### src/core/ubr_defs.svh
// constants for the serial break, idle and receive sampling block
// Contract
// - send_break keeps loading all-zero break frames
// - after break ends, send at least one mark
// - zero data and zero stop means break
// - break sets framing error, full, clears data
// - idle frame all ones, preamble on enable
// - disabling transmit finishes the current frame first
// - enable toggle queues one idle frame next
// - eight or nine data bits, ninth readable
// - frame done: load data, set full, irq
// - receiver samples at sixteen ticks per bit
// - resync after start and falling data edges
// - start search: zero after three ones
// - verify start on ticks three, five, seven
// - data bit is majority of eight-ten
// - high mid samples in start: noise only
// - stop bit majority, zero means framing error
// - rejected glitch never sets the noise flag
// - framing error rises with receive full
// - preamble is ten or eleven ones
`ifndef UBR_DEFS_SVH
`define UBR_DEFS_SVH

// ----------------------------------------------------------------
// register word indices, decoded from address bits 7:2
// ----------------------------------------------------------------
`define UBR_ADR_BAUD 6'h00
`define UBR_ADR_CTRL 6'h01
`define UBR_ADR_STAT 6'h02
`define UBR_ADR_DHI 6'h03
`define UBR_ADR_DLO 6'h04

// ----------------------------------------------------------------
// field positions
// ----------------------------------------------------------------
`define UBR_CTL_TX_ON 0
`define UBR_CTL_RX_ON 1
`define UBR_CTL_SBK 2
`define UBR_CTL_WORD9 3
`define UBR_CTL_RIE 4
`define UBR_ST_TX_BUFFER_EMPTY 0
`define UBR_ST_FULL 1
`define UBR_ST_FE 2
`define UBR_ST_NF 3
`define UBR_ST_OVR 4
`define UBR_ST_ACT 5
`define UBR_DHI_R8 7
`define UBR_DHI_T8 6

// ----------------------------------------------------------------
// reset values and counts
// ----------------------------------------------------------------
`define UBR_DIV_RST 13'h0001
`define UBR_RT_LAST 5'h10
`define UBR_RT_V1 5'h03
`define UBR_RT_V2 5'h05
`define UBR_RT_V3 5'h07
`define UBR_RT_M1 5'h08
`define UBR_RT_M3 5'h0A
`define UBR_RT_SYNC_WIN 5'h04
`define UBR_TX_RT_LAST 4'hF
`define UBR_LEN_SHORT 4'hA
`define UBR_LEN_LONG 4'hB
`define UBR_BITS_SHORT 4'h8
`define UBR_BITS_LONG 4'h9

`endif

### src/core/ubr_pkg.sv
// types for the serial break, idle and receive sampling block
package ubr_pkg;

    typedef enum logic [2:0] {
        TX_IDLE = 3'b000,
        TX_PRE = 3'b001,
        TX_DATA = 3'b010,
        TX_BRK = 3'b011,
        TX_MARK = 3'b100
    } ubr_tx_st_type;

    typedef enum logic [1:0] {
        RX_SEARCH = 2'b00,
        RX_START = 2'b01,
        RX_DATA = 2'b10,
        RX_STOP = 2'b11
    } ubr_rx_st_type;

    typedef struct packed {
        logic [12:0] baud_cnt;
        logic rt_tick;
        logic [12:0] div;
        logic tx_on, rx_on, send_break, word9, rx_full_irq_en;
        logic tx_buffer_empty, full, fe, nf, ovr;
        logic t8, r8;
        logic [7:0] tx_lo, rx_lo;
        logic tx_on_prev, pre_pend;
        ubr_tx_st_type tx_st;
        logic [10:0] tx_sh;
        logic [3:0] tx_bits, tx_rt;
        logic txd;
        ubr_rx_st_type rx_st;
        logic [4:0] rx_rt;
        logic [2:0] rx_hist, rx_vote;
        logic [8:0] rx_sh;
        logic [3:0] rx_bits;
        logic rx_prev, rx_nfp;
        logic [2:0] sync;
        logic rx_lvl;
        logic ack;
        logic [31:0] dat;
    } ubr_state_type;

endpackage

### src/core/ubr_top.sv
// serial break/idle transmitter and oversampled receiver with wishbone registers
//
// Register access over Wishbone and the register addresses were left to the implementer.
`timescale 1ns/1ps
`include "ubr_defs.svh"

module ubr_top (
    input wire logic clk_i,
    input wire logic rst_i,
    input wire logic wb_cyc_i,
    input wire logic wb_stb_i,
    input wire logic wb_we_i,
    input wire logic [7:0] wb_adr_i,
    input wire logic [3:0] wb_sel_i,
    input wire logic [31:0] wb_dat_i,
    output logic [31:0] wb_dat_o,
    output logic wb_ack_o,
    input wire logic rxd_i,
    output logic txd_o,
    output logic rx_irq_o
);

    // ----------------------------------------------------------------
    // helpers
    // ----------------------------------------------------------------
    function automatic logic maj3(input logic [2:0] v);
        maj3 = (v[0] & v[1]) | (v[0] & v[2]) | (v[1] & v[2]);
    endfunction

    function automatic logic [1:0] ones3(input logic [2:0] v);
        ones3 = {1'b0, v[0]} + {1'b0, v[1]} + {1'b0, v[2]};
    endfunction

    function automatic logic noisy3(input logic [2:0] v);
        noisy3 = (v != 3'b000) && (v != 3'b111);
    endfunction

    localparam ubr_pkg::ubr_state_type ST_RST = '{
        div: `UBR_DIV_RST,
        tx_buffer_empty: 1'b1,
        tx_sh: 11'h7FF,
        txd: 1'b1,
        sync: 3'h7,
        rx_lvl: 1'b1,
        tx_st: ubr_pkg::TX_IDLE,
        rx_st: ubr_pkg::RX_SEARCH,
        default: '0
    };

    ubr_pkg::ubr_state_type q;
    ubr_pkg::ubr_state_type d;
    logic acc;
    logic [5:0] widx;
    logic [3:0] flen;
    logic [3:0] need;
    logic [4:0] n;
    logic [2:0] v;
    logic b;
    logic [8:0] rdat;

    assign acc = wb_cyc_i & wb_stb_i & ~q.ack;
    assign widx = wb_adr_i[7:2];
    assign flen = q.word9 ? `UBR_LEN_LONG : `UBR_LEN_SHORT;
    assign need = q.word9 ? `UBR_BITS_LONG : `UBR_BITS_SHORT;
    assign n = q.rx_rt + 5'h01;
    assign v = {q.rx_vote[1:0], q.rx_lvl};
    assign b = maj3(v);
    assign rdat = q.word9 ? q.rx_sh : {1'b0, q.rx_sh[8:1]};

    always_comb begin
        d = q;
        d.ack = acc;
        d.rt_tick = 1'b0;

        // ----------------------------------------------------------------
        // oversample tick divider and pin synchroniser
        // ----------------------------------------------------------------
        // a zero divisor stops the ticks, which freezes both shifters
        if (q.div != 13'h0000) begin
            if (q.baud_cnt >= q.div - 13'h0001) begin
                d.baud_cnt = 13'h0000;
                d.rt_tick = 1'b1;
            end else begin
                d.baud_cnt = q.baud_cnt + 13'h0001;
            end
        end
        d.sync = {q.sync[1:0], rxd_i};
        if (q.sync[1] == q.sync[2]) begin
            d.rx_lvl = q.sync[2];
        end

        // ----------------------------------------------------------------
        // register access
        // ----------------------------------------------------------------
        if (acc && wb_we_i) begin
            case (widx)
                `UBR_ADR_BAUD: begin
                    if (wb_sel_i[0]) d.div[7:0] = wb_dat_i[7:0];
                    if (wb_sel_i[1]) d.div[12:8] = wb_dat_i[12:8];
                end
                `UBR_ADR_CTRL: begin
                    if (wb_sel_i[0]) begin
                        d.tx_on = wb_dat_i[`UBR_CTL_TX_ON];
                        d.rx_on = wb_dat_i[`UBR_CTL_RX_ON];
                        d.send_break = wb_dat_i[`UBR_CTL_SBK];
                        d.word9 = wb_dat_i[`UBR_CTL_WORD9];
                        d.rx_full_irq_en = wb_dat_i[`UBR_CTL_RIE];
                    end
                end
                `UBR_ADR_STAT: begin
                    // write one to clear; a flag set this same cycle below wins
                    if (wb_sel_i[0]) begin
                        if (wb_dat_i[`UBR_ST_FULL]) d.full = 1'b0;
                        if (wb_dat_i[`UBR_ST_FE]) d.fe = 1'b0;
                        if (wb_dat_i[`UBR_ST_NF]) d.nf = 1'b0;
                        if (wb_dat_i[`UBR_ST_OVR]) d.ovr = 1'b0;
                    end
                end
                `UBR_ADR_DHI: begin
                    if (wb_sel_i[0]) d.t8 = wb_dat_i[`UBR_DHI_T8];
                end
                `UBR_ADR_DLO: begin
                    if (wb_sel_i[0]) begin
                        d.tx_lo = wb_dat_i[7:0];
                        d.tx_buffer_empty = 1'b0;
                    end
                end
                default: begin
                end
            endcase
        end
        if (acc && !wb_we_i) begin
            d.dat = 32'h00000000;
            case (widx)
                `UBR_ADR_BAUD: d.dat[12:0] = q.div;
                `UBR_ADR_CTRL: d.dat[4:0] = {q.rx_full_irq_en, q.word9, q.send_break, q.rx_on, q.tx_on};
                `UBR_ADR_STAT: d.dat[5:0] = {q.rx_st != ubr_pkg::RX_SEARCH,
                                             q.ovr, q.nf, q.fe, q.full, q.tx_buffer_empty};
                `UBR_ADR_DHI: d.dat[7:6] = {q.r8, q.t8};
                `UBR_ADR_DLO: d.dat[7:0] = q.rx_lo;
                default: d.dat = 32'h00000000;
            endcase
        end

        // ----------------------------------------------------------------
        // transmitter
        // ----------------------------------------------------------------
        // enable edge queues idle
        d.tx_on_prev = q.tx_on;
        if (q.tx_on && !q.tx_on_prev) begin
            d.pre_pend = 1'b1;
        end
        if (q.rt_tick) begin
            d.tx_rt = q.tx_rt + 4'h1;
            if (q.tx_rt == `UBR_TX_RT_LAST) begin
                if (q.tx_bits > 4'h1) begin
                    d.tx_sh = {1'b1, q.tx_sh[10:1]};
                    d.tx_bits = q.tx_bits - 4'h1;
                end else if (!q.tx_on) begin
                    // line idles only at frame end
                    d.tx_st = ubr_pkg::TX_IDLE;
                    d.tx_sh = 11'h7FF;
                    d.tx_bits = 4'h0;
                end else if (q.pre_pend || (q.tx_on && !q.tx_on_prev)) begin
                    d.tx_st = ubr_pkg::TX_PRE;
                    d.tx_sh = 11'h7FF;
                    d.tx_bits = flen;
                    d.pre_pend = 1'b0;
                end else if (q.send_break) begin
                    d.tx_st = ubr_pkg::TX_BRK;
                    d.tx_sh = 11'h000;
                    d.tx_bits = flen;
                end else if (q.tx_st == ubr_pkg::TX_BRK) begin
                    d.tx_st = ubr_pkg::TX_MARK;
                    d.tx_sh = 11'h7FF;
                    d.tx_bits = 4'h1;
                end else if (!q.tx_buffer_empty) begin
                    d.tx_st = ubr_pkg::TX_DATA;
                    d.tx_sh = {1'b1, q.word9 ? q.t8 : 1'b1, q.tx_lo, 1'b0};
                    d.tx_bits = flen;
                    d.tx_buffer_empty = 1'b1;
                end else begin
                    d.tx_st = ubr_pkg::TX_IDLE;
                    d.tx_sh = 11'h7FF;
                    d.tx_bits = 4'h0;
                end
            end
        end
        d.txd = d.tx_sh[0];

        // ----------------------------------------------------------------
        // receiver
        // ----------------------------------------------------------------
        if (!q.rx_on) begin
            d.rx_st = ubr_pkg::RX_SEARCH;
            d.rx_hist = 3'b000;
            d.rx_rt = 5'h00;
        end else if (q.rt_tick) begin
            d.rx_hist = {q.rx_hist[1:0], q.rx_lvl};
            d.rx_rt = n;
            if ((n == `UBR_RT_V1) || (n == `UBR_RT_V2) || (n == `UBR_RT_V3) ||
                (n >= `UBR_RT_M1 && n <= `UBR_RT_M3)) begin
                d.rx_vote = v;
            end
            case (q.rx_st)
                ubr_pkg::RX_SEARCH: begin
                    d.rx_rt = 5'h00;
                    if (q.rx_hist == 3'b111 && !q.rx_lvl) begin
                        d.rx_st = ubr_pkg::RX_START;
                        d.rx_rt = 5'h01;
                        d.rx_nfp = 1'b0;
                    end
                end
                ubr_pkg::RX_START: begin
                    if (n == `UBR_RT_V3) begin
                        if (ones3(v) > 2'd1) begin
                            d.rx_st = ubr_pkg::RX_SEARCH;
                            d.rx_hist = 3'b000;
                            d.rx_rt = 5'h00;
                        end else begin
                            d.rx_nfp = (ones3(v) == 2'd1);
                        end
                    end
                    // high mid samples only mark noise
                    if (n >= `UBR_RT_M1 && n <= `UBR_RT_M3 && q.rx_lvl) begin
                        d.rx_nfp = 1'b1;
                    end
                    if (n == `UBR_RT_LAST) begin
                        // bit grid restarts at tick 16, the end of the start bit
                        d.rx_st = ubr_pkg::RX_DATA;
                        d.rx_rt = 5'h00;
                        d.rx_bits = 4'h0;
                        d.rx_prev = 1'b0;
                    end
                end
                default: begin
                    // falling edge after a one re-aligns the grid
                    if (q.rx_prev && q.rx_hist[0] && !q.rx_lvl &&
                        n <= `UBR_RT_SYNC_WIN) begin
                        d.rx_rt = 5'h01;
                        d.rx_prev = 1'b0;
                    end
                    if (n == `UBR_RT_M3) begin
                        if (noisy3(v)) d.rx_nfp = 1'b1;
                        if (q.rx_st == ubr_pkg::RX_DATA) begin
                            d.rx_sh = {b, q.rx_sh[8:1]};
                            d.rx_bits = q.rx_bits + 4'h1;
                            d.rx_prev = b;
                        end else begin
                            d.rx_st = ubr_pkg::RX_SEARCH;
                            d.rx_hist = 3'b000;
                            d.rx_rt = 5'h00;
                            d.full = 1'b1;
                            // framing error is sticky like the other flags
                            if (!b) d.fe = 1'b1;
                            if (noisy3(v)) d.nf = 1'b1;
                            if (q.full) begin
                                d.ovr = 1'b1;
                            end else begin
                                d.rx_lo = rdat[7:0];
                                d.r8 = rdat[8];
                            end
                            if (q.rx_nfp) d.nf = 1'b1;
                        end
                    end
                    if (n == `UBR_RT_LAST && q.rx_st == ubr_pkg::RX_DATA) begin
                        d.rx_rt = 5'h00;
                        if (q.rx_bits == need) d.rx_st = ubr_pkg::RX_STOP;
                    end
                end
            endcase
        end
    end

    always_ff @(posedge clk_i) begin
        if (rst_i) begin
            q <= ST_RST;
        end else begin
            q <= d;
        end
    end

    assign wb_dat_o = q.dat;
    assign wb_ack_o = q.ack;
    assign txd_o = q.txd;
    assign rx_irq_o = q.full & q.rx_full_irq_en;
endmodule

### config.mk
export PLATFORM = sky130hd
export DESIGN_NAME = ubr_top
export DESIGN_NICKNAME = d
export VERILOG_FILES = /design/src/core/ubr_pkg.sv /design/src/core/ubr_top.sv
export VERILOG_INCLUDE_DIRS = /design/src /design/src/core
export SDC_FILE = /design/constraint.sdc
export NUM_CORES = 1
export LEC_CHECK = 0
export CAP_MARGIN = 20
export CORE_ASPECT_RATIO = 2
export CORE_MARGIN = 1.5
export CORE_UTILIZATION = 60
export CTS_CLUSTER_DIAMETER = 150
export DETAILED_ROUTE_END_ITERATION = 6
export DONT_BUFFER_PORTS = 1
export GPL_TIMING_DRIVEN = 1
export PLACE_DENSITY = 0.85
export SYNTH_ARGS = -nofsm -noshare
export SYNTH_HDL_FRONTEND = slang
export SYNTH_SLANG_ARGS = --single-unit
### constraint.sdc
create_clock -name clk_i -period 8.1 [get_ports clk_i]
set_clock_uncertainty 0.1 [all_clocks]
set_input_delay 0.405 -clock clk_i [delete_from_list [all_inputs] [get_ports clk_i]]
set_output_delay 0.405 -clock clk_i [all_outputs]
set_load 0.1 [all_outputs]
==> flow_results.org, run 1 <==
** Synth
- Number of warnings issued by yosys :: 0
- The mapped netlist covers 6670 sq um.
- In the synthesized netlist the dominant register cell turns out to be dfxtp_1.
- The average instance in the mapped netlist occupies 8.45 sq um.
- The synthesized design contains 124 register bits.
- Ranked by total cell area, the synthesized netlist is headed by dfxtp_1, mux2i_1, nor2_1.
- In this run the biggest area consumer among cell types represents 37.2% of the synthesized area.
- Register area share after synthesis :: 37.2%
- Share of synthesized registers carrying an async set or reset :: 0%
- Distinct cell type count of the synthesized netlist :: 71
- The cell count after synthesis came out at 789.
- Number of flops mapped to enable cells by yosys :: 0
- Cell type with the largest total area after synthesis :: dfxtp_1

** STA
- The max-slew violation count was 0.
- Endpoints failing setup :: 0
- Minimum clock period after layout :: 3.36 ns
- Final critical-path share of the clock period :: 41.5%
- For the final routed database, the setup TNS stands at 0 ns.
- Static timing analysis puts the maximum clock frequency at 298 MHz.
- Headroom to the max-slew limit came out at 32.4%.
- Unrepaired setup endpoints after global routing :: no
- The count of final hold-check violations is 0.
- For the pin with the worst max-slew slack, the measured transition is 1.01 ns.

** Route
- Vias after detailed routing :: 5723
- Wire per inst :: 17.6 um
- The first routing iteration left 451 violations.
- DRC errors left :: 0
- In the routed layout, each cell is associated on average with a via count of 6.27.
- The detail route stage leaves a number of antenna-violating nets equal to 0.
- WL final :: 16.1 mm
- The first detailed-routing pass took 5 iterations.

** Clock network
- Number of buffers between clock root and the deepest sink :: 2
- H-tree levels :: 4
- Sinks on Clock Net :: 124
- Number of buffers created by CTS :: 17
- The number of gates resized after CTS was 0.
- Clock root buffer master :: clkbuf_16
- After clock tree synthesis, the clock-pin slew on the worst setup and hold paths is 0.06 ns.
- The clock reaches the later pin of the worst-skew pair after 0.42 ns.
- The number of hold buffers added after CTS was 3.
- The number of setup buffers added after CTS is 0.
- TritonCTS built the clock tree.

** Power and ir drop
- Power spread over the standard cell area amounts to 199 nW/um^2.
- Summing internal, switching and leakage power gives 1.42 mW.
- Maximum ir drop on the vdd rail :: 171 uV
- Summed over all cells, the static leakage comes to 2.82 nW.

** Worst setup path
- STA classifies the critical path endpoint as a flop.
- Path type of the worst setup path :: reg2reg
- Largest driver fanout on the critical path :: 13
- Critical Path RT :: 8.34 ns
- Arrival time worst endpoint :: 3.60 ns
- CP startpoint kind :: flop
- Worst R2R Setup Slack :: 4.74 ns

** Floorplan
- The floorplan step defined a die boundary enclosing 11800 sq um.
- Standard cell core area :: 10900 sq um
- The floorplan has 54 rows.
- Boundary Pins :: 85
- For this configuration, the core starts out at a cell density of 61.3%.
- Horiz. Die Dim :: 77.6 um
- Vert. Die Dim :: 152 um

** Global routing
- The via count of the first global-routing pass came to 5721.
- The first global-routing pass estimated 26.6 mm of wire.
- Global routing consumed, over all layers together, 27.9% of the routing resources.
- Maximum number of pins on one net before global-route repair :: 84
- Initial antenna violation count :: 0
- Grt total ovfl :: 0

** Job
- Max-capacitance violation count :: 0

** Final layout
- Compared with the post-synthesis result, the final layout area differs by 6.96%.
- Most frequent cells in the layout :: dfxtp_1, nor2_1, nand2_1
- The number of antenna diodes in the final layout is 0.
- Proportion of layout cells with a drive suffix above 1 :: 6.86%
- Cells fill 65.6% of the core in the end.
- Most common cell after layout, fill and taps aside :: dfxtp_1
- Post-route standard cell area excluding fillers :: 7130 sq um
- At the end of the flow, the number of nets in the layout was 837.
- Final-layout fill cell count :: 872

** Place
- Post-detailed-placement cell area :: 6500 sq um
- Final weighted congestion of routability-driven global placement :: 0.903
- The count of buffers added on input and output ports is 0.
- The HPWL after detailed placement is 11.2 mm.

** Worst hold path
- The path class of the tightest hold or removal check is in2reg.

** Status
- The run finished with clean final reports.
-- worst max-delay path, cell delays in order, from the launching register on --
cell	delay, ns
dfxtp_1	0.37
nor4_1	0.36
nand3b_1	0.26
nor4_1	0.28
xnor2_1	0.18
ha_1	0.28
a21o_1	0.18
a21o_1	0.17
a21o_1	0.20
a2111o_1	0.31
a31o_1	0.38
a21oi_1	0.20
-- Yosys cell counts, drive strengths merged (14+ instances only) --
library cell and count:
a211oi 14, a21oi 55, buf 47, clkbuf 26, dfxtp 124, ha 26
inv 18, mux2i 40, nand2 57, nand3 37, nor2 99, nor3 16
o21ai 26, xor2 18
-- power by group --
group,total [mW],switching [mW],internal [mW]
Clock,0.730,0.322,0.409
Sequential,0.625,0.0113,0.613
Combinational,0.0646,0.0546,0.0100
Total,1.42,0.388,1.03
-- layout make-up --
| cell class | count | area, sq um | share of cell area [%] |
|---|---|---|---|
| Multi-Input combinational cell | 591 | 3750 | 52.6 |
| Clock buffer | 17 | 425 | 5.96 |
| Clock inverter | 15 | 153 | 2.14 |
| Inverter | 19 | 71.3 | 1.00 |
| Sequential cell | 124 | 2480 | 34.8 |
| Timing Repair Buffer | 7 | 77.6 | 1.09 |
| Tap cell | 140 | 175 | 2.46 |
-- per-stage QoR --
step,instances,hold slack [ns],setup slack (ns)
4_1_cts,912,0.0194,4.74
3_3_place_gp,877,0.297,4.94
2_1_floorplan,807,0.289,5.20
5_1_grt,913,0.0279,4.50
3_5_place_dp,877,0.306,4.73
6_report,913,0.0208,4.74
-- registers in the layout (all words and copies together) (netlist names) --
register and flops:
q 107, wb_dat_o 13, d 3, wb_ack_o 1
-- worst paths after layout --
path,startpoint,endpoint,depth (start not counted)
setup / recovery,q[123],q[133],11
hold / removal,wb_dat_i[7],q[125],2
setup reg to reg,q[123],q[133],11
hold reg to reg,d[35],d[36],1
-- cell families after synthesis --
kind of cell	Yosys count	synth area share, %
buf+inv	92	7.65
compound gates	178	18.0
other cells	1	0.0562
simple gates	296	21.8
fa+ha+maj	27	5.18
flops	124	37.2
mux	40	6.00
xor+xnor	31	4.07
-- routing by layer --
layer	up-vias	GRT usage, %	part of all wire [%]
li1	2718	-	-
met1	2720	28.7	37
met2	221	50.4	53
met3	64	7.39	5.6
met4	0	14.6	4.6
met5	-	0	0
(Power assumes the default switching activity.)
==> inputs of run 2 (changes only) <==
CORE_UTILIZATION = 58   (was 60)
clock period = 2.95 ns   (was 8.1 ns; I/O delays follow)
==> run 2 against run 1 <==
  * The run now ends with hold timing, setup timing left
  * Combinational power rose to 3.6 times the previous value
  * Global-route usage rose by 4.4 points
  * Setup slack got worse by 4.8 ns
  * Critical endpoint unchanged
==> flow_results.org, run 2 (synthesized netlist as in run 1, its figures left out) <==
** Status
- Outcome :: complete, but fails checks
- The final reports fail on hold timing, setup timing.

** STA
- Final number of hold-violating endpoints :: 1
- For the finished layout, the period the worst path requires is 3.05 ns.
- Maximum operating frequency :: 328 MHz
- Post-Route Hold Slack :: -0.00451 ns
- Setup violations remaining at the end of the flow were counted as 13.
- Headroom to the max-slew limit :: 30.8%
- Max-slew violations :: 0
- Worst Setup Slack, final :: -0.101 ns
- For the pin with the worst max-slew slack, the measured transition is 1.05 ns.
- Unrepaired setup endpoints after global routing :: yes
- Final critical-path share of the clock period :: 103%
- Setup total negative slack on the finished layout was measured at -0.498 ns.

** Global routing
- The first global-routing pass estimated 30.7 mm of wire.
- Fraction of met2 tracks used by global routing :: 58.0%
- Maximum number of pins on one net before global-route repair :: 109
- Global Route Usage Sum :: 32.4%
- Global-route track usage on met3 :: 7.79%
- Met1 Use GR :: 32.2%
- The layer flagged by global routing as most heavily used is met2.
- Initial antenna violation count :: 0
- Grt total ovfl :: 0
- Via count of the first global-routing pass :: 6280

** Place
- At the placement stage, the worst setup path has a slack of -0.183 ns.
- Count of buffers from port buffering :: 0
- Placed cell count :: 912
- The HPWL after detailed placement is 12.4 mm.
- Routability-driven placement finished with a final weighted congestion of 0.932.

** Clock network
- Clock-pin slew was measured on the worst setup and hold paths at 0.06 ns.
- Sinks on Clock Net :: 124
- CTS tree :: yes
- In this run the clock root is driven by a clkbuf_16.
- Number of buffers between clock root and the deepest sink :: 2
- The clock reaches the later pin of the worst-skew pair after 0.42 ns.
- The H-tree was split into 4 levels.
- TritonCTS created 17 clock buffers.

** Final layout
- Post-Layout Cell Count :: 969
- Final-layout fill cell count :: 803
- Number of flip-flops in the largest register :: 107
- Summing all multi-input logic gate instances after layout gives 3840 sq um.
- Antenna diode count :: 0
- The post-route netlist has 12.9% of its cells at a drive strength greater than 1.
- Seq. cell area :: 2490 sq um
- In the layout the commonest cells are dfxtp_1, nor2_1, nand2_1.
- Relative to the synthesized area, the layout overhead comes to 15.3%.
- Number of nets in the layout :: 891
- Ranked by flip-flop count, first place goes to q.
- Most common cell after layout, fill and taps aside :: dfxtp_1

** Power and ir drop
- Cell Int Power :: 2.93 mW
- The clock network is responsible for 51.3% of the overall power.
- IR analysis of the VDD net gives a maximum drop of 540 uV.
- The share of total power dissipated in sequential elements is 42.8%.
- Overall power consumption after layout is estimated at 3.96 mW.
- Net switching is 26.0% of the power.
- Dividing total power by cell area gives a power density of 515 nW/um^2.
- Share of power burned in combinational logic :: 5.9%
- The analysis attributes to cell leakage a power of 3.11 nW.
- Switch Pwr :: 1.03 mW

** Route
- DRC errors left :: 0
- After the first detailed-routing iteration, the DRC count stood at 623.
- The detailed router placed 6137 vias in this run.
- The count of nets left with antenna violations once routing finished came out at 0.
- Wire per inst :: 19.5 um
- The pre-antenna-repair detailed-routing pass consisted of 5 iterations.
- Vias/cell :: 6.33
- Summed over all layers, the routed wires come to 18.9 mm.

** Floorplan
- 85 I/O pins were placed.
- Die footprint :: 12200 sq um
- Number of placement rows :: 55
- The die is 78.8 um wide.
- The core region is 11300 sq um.
- Vert. Die Dim :: 155 um
- For this configuration, the core starts out at a cell density of 59.1%.

** Worst setup path
- Cell with the largest stage delay on the worst path :: a2111o_1
- Data on the critical path arrives at its endpoint at 3.30 ns.
- Buffer and inverter count on the worst path :: 2
- In this run the worst path has a maximum fanout of 7.
- The worst setup path is launched from a flop.
- STA classifies the critical path endpoint as a flop.
- Largest stage delay on the critical path :: 0.36 ns
- The most numerous cell type found on the critical path is buf_4.
- Among cell families on the critical path, the largest total delay comes from compound AO/OA/AOI/OAI gates.
- At the worst endpoint, the required time is 3.20 ns.
- The worst setup path is of the reg2reg kind.
- List of cells traversed by the critical path :: nor4_4 -> nand3b_1 -> buf_4 -> buf_4 -> o31a_1 -> nor2_1 -> ha_1 -> a21o_1 -> a2111o_1 -> a31o_4 -> a21oi_2

** Worst hold path
- Class of the most critical hold timing path :: in2reg

** Job
- Max-capacitance violation count :: 0
[run 2: cell count changes in the layout (fill, tap and decap cells not counted), moves of 3 or more]
cell	delta
dfxtp_1	-3
dlygate4sd3_1	+16
buf_4	+33
clkinv_2	+3
nor2_1	-3
dfxtp_2	+3
nor4_1	-3
clkinv_4	+3
[run 2: metrics by stage]
step	utilization [%]	cell area [sq um]
finish	68.1	7690
global placement	59.9	6760
CTS	67.8	7650
global route	68.1	7690
detailed placement	59.9	6760
floorplan	-	6740
[run 2: path summary, 6_finish.rpt]
check                     end    from  slack, ns  cells after the start
setup / recovery       q[133]  q[122]      -0.10                     11
hold / removal    wb_dat_o[0]   rst_i     -0.005                      2
setup reg to reg       q[133]  q[122]      -0.10                     11
hold reg to reg         d[36]   d[35]       0.31                      1
[run 2: timing repair]
item	4_1_cts	5_1_grt
pin swaps	7	14
gates resized for setup	17	6
hold buffers	19	0
gates cloned	1	0
setup buffers	3	1
setup endpoints to repair	13	14
endpoints found under the hold margin	118	0
[run 2: power by group through the flow]
stage	Clock [mW]	Combinational (mW)	Sequential [mW]
6_report	2.03	0.234	1.69
4_1_cts	2.04	0.230	1.69
3_5_place_dp	0	0.178	1.73
5_1_grt	2.12	0.243	1.69
2_1_floorplan	0	0.199	1.73
3_3_place_gp	0	0.176	1.73
[run 2: cell type report]
type                            count  area share (%)
Clock buffer                       18            5.71
Clock inverter                     14            1.77
Tap cell                          142            2.31
Timing Repair Buffer               60            6.93
Multi-Input combinational cell    592            50.0
Sequential cell                   124            32.3
Inverter                           19           0.928
[run 2: per-layer routing]
metal	part of all wire, %	vias up
li1	-	2821
met2	53	289
met1	35	2928
met4	6.2	0
met3	5.6	99
met5	0	-
==> inputs of run 3 (changes only) <==
--- a/constraint.sdc
+++ b/constraint.sdc
@@ -3,3 +3,3 @@
 set_input_delay 0.1475 -clock clk_i [delete_from_list [all_inputs] [get_ports clk_i]]
 set_output_delay 0.1475 -clock clk_i [all_outputs]
-set_load 0.1 [all_outputs]
+set_load 0.05 [all_outputs]
==> run 3 against run 2 <==
  * The run now ends clean
  * Non-clock buffer count decreased by 13
  * Final cell count is 1.3% lower
  * Core utilization decreased by 0.72 points
  * Hold slack improved by 0.040 ns
==> flow_results.org, run 3 (synthesized netlist as in run 1, its figures left out) <==
** Status
- The run finished with clean final reports.

** Floorplan
- The floorplan step defined a die boundary enclosing 12200 sq um.
- The total area inside the core boundary comes to 11300 sq um.
- Row generation in the floorplan step produced 55 rows.
- The die is 78.8 um wide.
- Starting density of the core :: 59.1%
- Vert. Die Dim :: 155 um
- 85 I/O pins were placed.

** Final layout
- Relative to the synthesized area, the layout overhead comes to 14.1%.
- The number of antenna diodes in the final layout is 0.
- Most common cell after layout, fill and taps aside :: dfxtp_1
- Post-Layout Cell Count :: 956
- Cells fill 67.4% of the core in the end.
- In the layout the commonest cells are dfxtp_1, nor2_1, nand2_1.
- Top reg by flops :: q
- Number of nets in the layout :: 878
- Number of flip-flops in the largest register :: 107
- The post-route netlist has 11.3% of its cells at a drive strength greater than 1.

** Clock network
- Clock-pin slew on the worst setup and hold paths :: 0.06 ns
- TritonCTS built the clock tree.
- Number of buffers between clock root and the deepest sink :: 2
- Counting the buffers created by CTS gives 17.
- The H-tree was split into 4 levels.
- The tree built by TritonCTS fans out to 124 sinks.
- Clock root buffer master :: clkbuf_16
- Insertion delay of the later-clocked pin in the worst-skew pair :: 0.42 ns

** STA
- The max-slew violation count came to 0.
- Maximum operating frequency :: 340 MHz
- At the pin with the least slew margin, the transition time is 0.602 ns.
- Worst Setup Slack, final :: 0.00564 ns
- In this run the tightest slew margin relative to its limit is 59.7%.
- Minimum clock period after layout :: 2.94 ns
- Post-Route Hold Slack :: 0.0353 ns
- Final critical-path share of the clock period :: 99.8%
- Endpoints failing setup :: 0
- Final number of hold-violating endpoints :: 0

** Route
- Using the TritonRoute via totals, the vias-per-cell ratio works out to 6.40.
- Wire per inst :: 19.2 um
- The detail route stage leaves a number of antenna-violating nets equal to 0.
- WL final :: 18.4 mm
- First-pass DRT Iterations :: 5
- Across all layers, the routed design uses 6117 vias.
- In the routed design, unresolved DRC markers number 0.
- Number of DRC markers in iteration 0 :: 671

** Worst setup path
- Walking the worst path, the cells encountered are nor4_4 -> nand3b_1 -> nor4_2 -> xnor2_1 -> ha_1 -> a21o_1 -> a21o_1 -> a21o_1 -> a2111o_1 -> a31o_4 -> nor2_2.
- Buffer and inverter count on the worst path :: 0
- Critical Path RT :: 3.21 ns
- The cell family contributing the most delay on the critical path is compound AO/OA/AOI/OAI gates.
- At the worst endpoint, the arrival time is 3.20 ns.
- Along the worst path, the maximum fanout reaches 7.
- Largest stage delay on the critical path :: 0.37 ns
- STA classifies the critical path startpoint as a flop.
- STA classifies the critical path endpoint as a flop.
- Cell mode on critical path :: a21o_1
- The worst setup path is of the reg2reg kind.
- Cell with the largest stage delay on the worst path :: a2111o_1

** Job
- Max-capacitance violation count :: 0

** Global routing
- Grt total ovfl :: 0
- Global routing used 30.3% of the available tracks across all layers.
- Entering global routing, the biggest net connects 109 pins.
- The initial antenna violation count is 0.
- The first global-routing pass estimated 29.0 mm of wire.
- The via count of the first global-routing pass came to 6037.

** Place
- Post-detail-place hpwl :: 12.1 mm
- Routability-driven placement finished with a final weighted congestion of 0.916.
- OpenSTA, run right after detailed placement, puts the worst setup slack at -0.151 ns.
- During placement, the flow inserted port buffers numbering 0.
- Placed cell count :: 901

** Worst hold path
- Class of the most critical hold timing path :: in2reg

** Power and ir drop
- Power Density :: 520 nW/um^2
- The worst-case IR drop observed on VDD is 533 uV.
- Power comes to 3.96 mW.
- P_leak :: 3.04 nW
## run 3: changes by cell type in the layout (fill, tap and decap cells not counted), sizes merged
cell      delta
bufinv       +1
inv          -1
clkbuf       -1
clkinvlp     +2
clkinv       -2
buf         -12
## run 3: path summary, 6_finish.rpt
path | startpoint | endpoint | slack, ns | cells after the start
min | rst_i | wb_dat_o[1] | 0.04 | 2
min reg2reg | d[35] | d[36] | 0.31 | 1
max reg2reg | q[122] | q[136] | 0.006 | 11
max | q[122] | q[136] | 0.006 | 11
## run 3: routing by layer
layer / vias up / track usage [%] / share of wire [%]
li1: 2801 / - / -
met4: 0 / 19.7 / 6.6
met1: 2901 / 30.0 / 35
met2: 316 / 54.8 / 52
met3: 99 / 7.02 / 5.9
met5: - / 0 / 0
## run 3: final cells by class
type / instances / area [sq um]
Timing Repair Buffer: 47 / 447
Clock buffer: 18 / 429
Fill cell: 790 / 3680
Sequential cell: 124 / 2490
Inverter: 19 / 71.3
Clock inverter: 14 / 163
Multi-Input combinational cell: 592 / 3830
Tap cell: 142 / 178
## run 3: through the flow
step	cell area (sq um)	setup TNS, ns
final	7610	0
after global routing	7610	-1.14
after CTS	7570	0
after detailed placement	6690	-1.55
after global placement	6690	-0.0172
after floorplan	6740	0
## run 3: repair_timing
action | 4_1_cts | 5_1_grt
setup endpoints to repair | 13 | 14
hold buffers | 19 | 0
cloned | 1 | 0
pin swaps | 5 | 8
endpoints found under the hold margin | 118 | 0
resized for setup | 12 | 8
buffers inserted | 2 | 1
## run 3: report_power, final
part           internal (mW)  total [mW]  switching, mW
Combinational         0.0429       0.158          0.115
Clock                   1.26        2.10          0.835
Sequential              1.68        1.70         0.0190
Total                   2.99        3.96          0.969
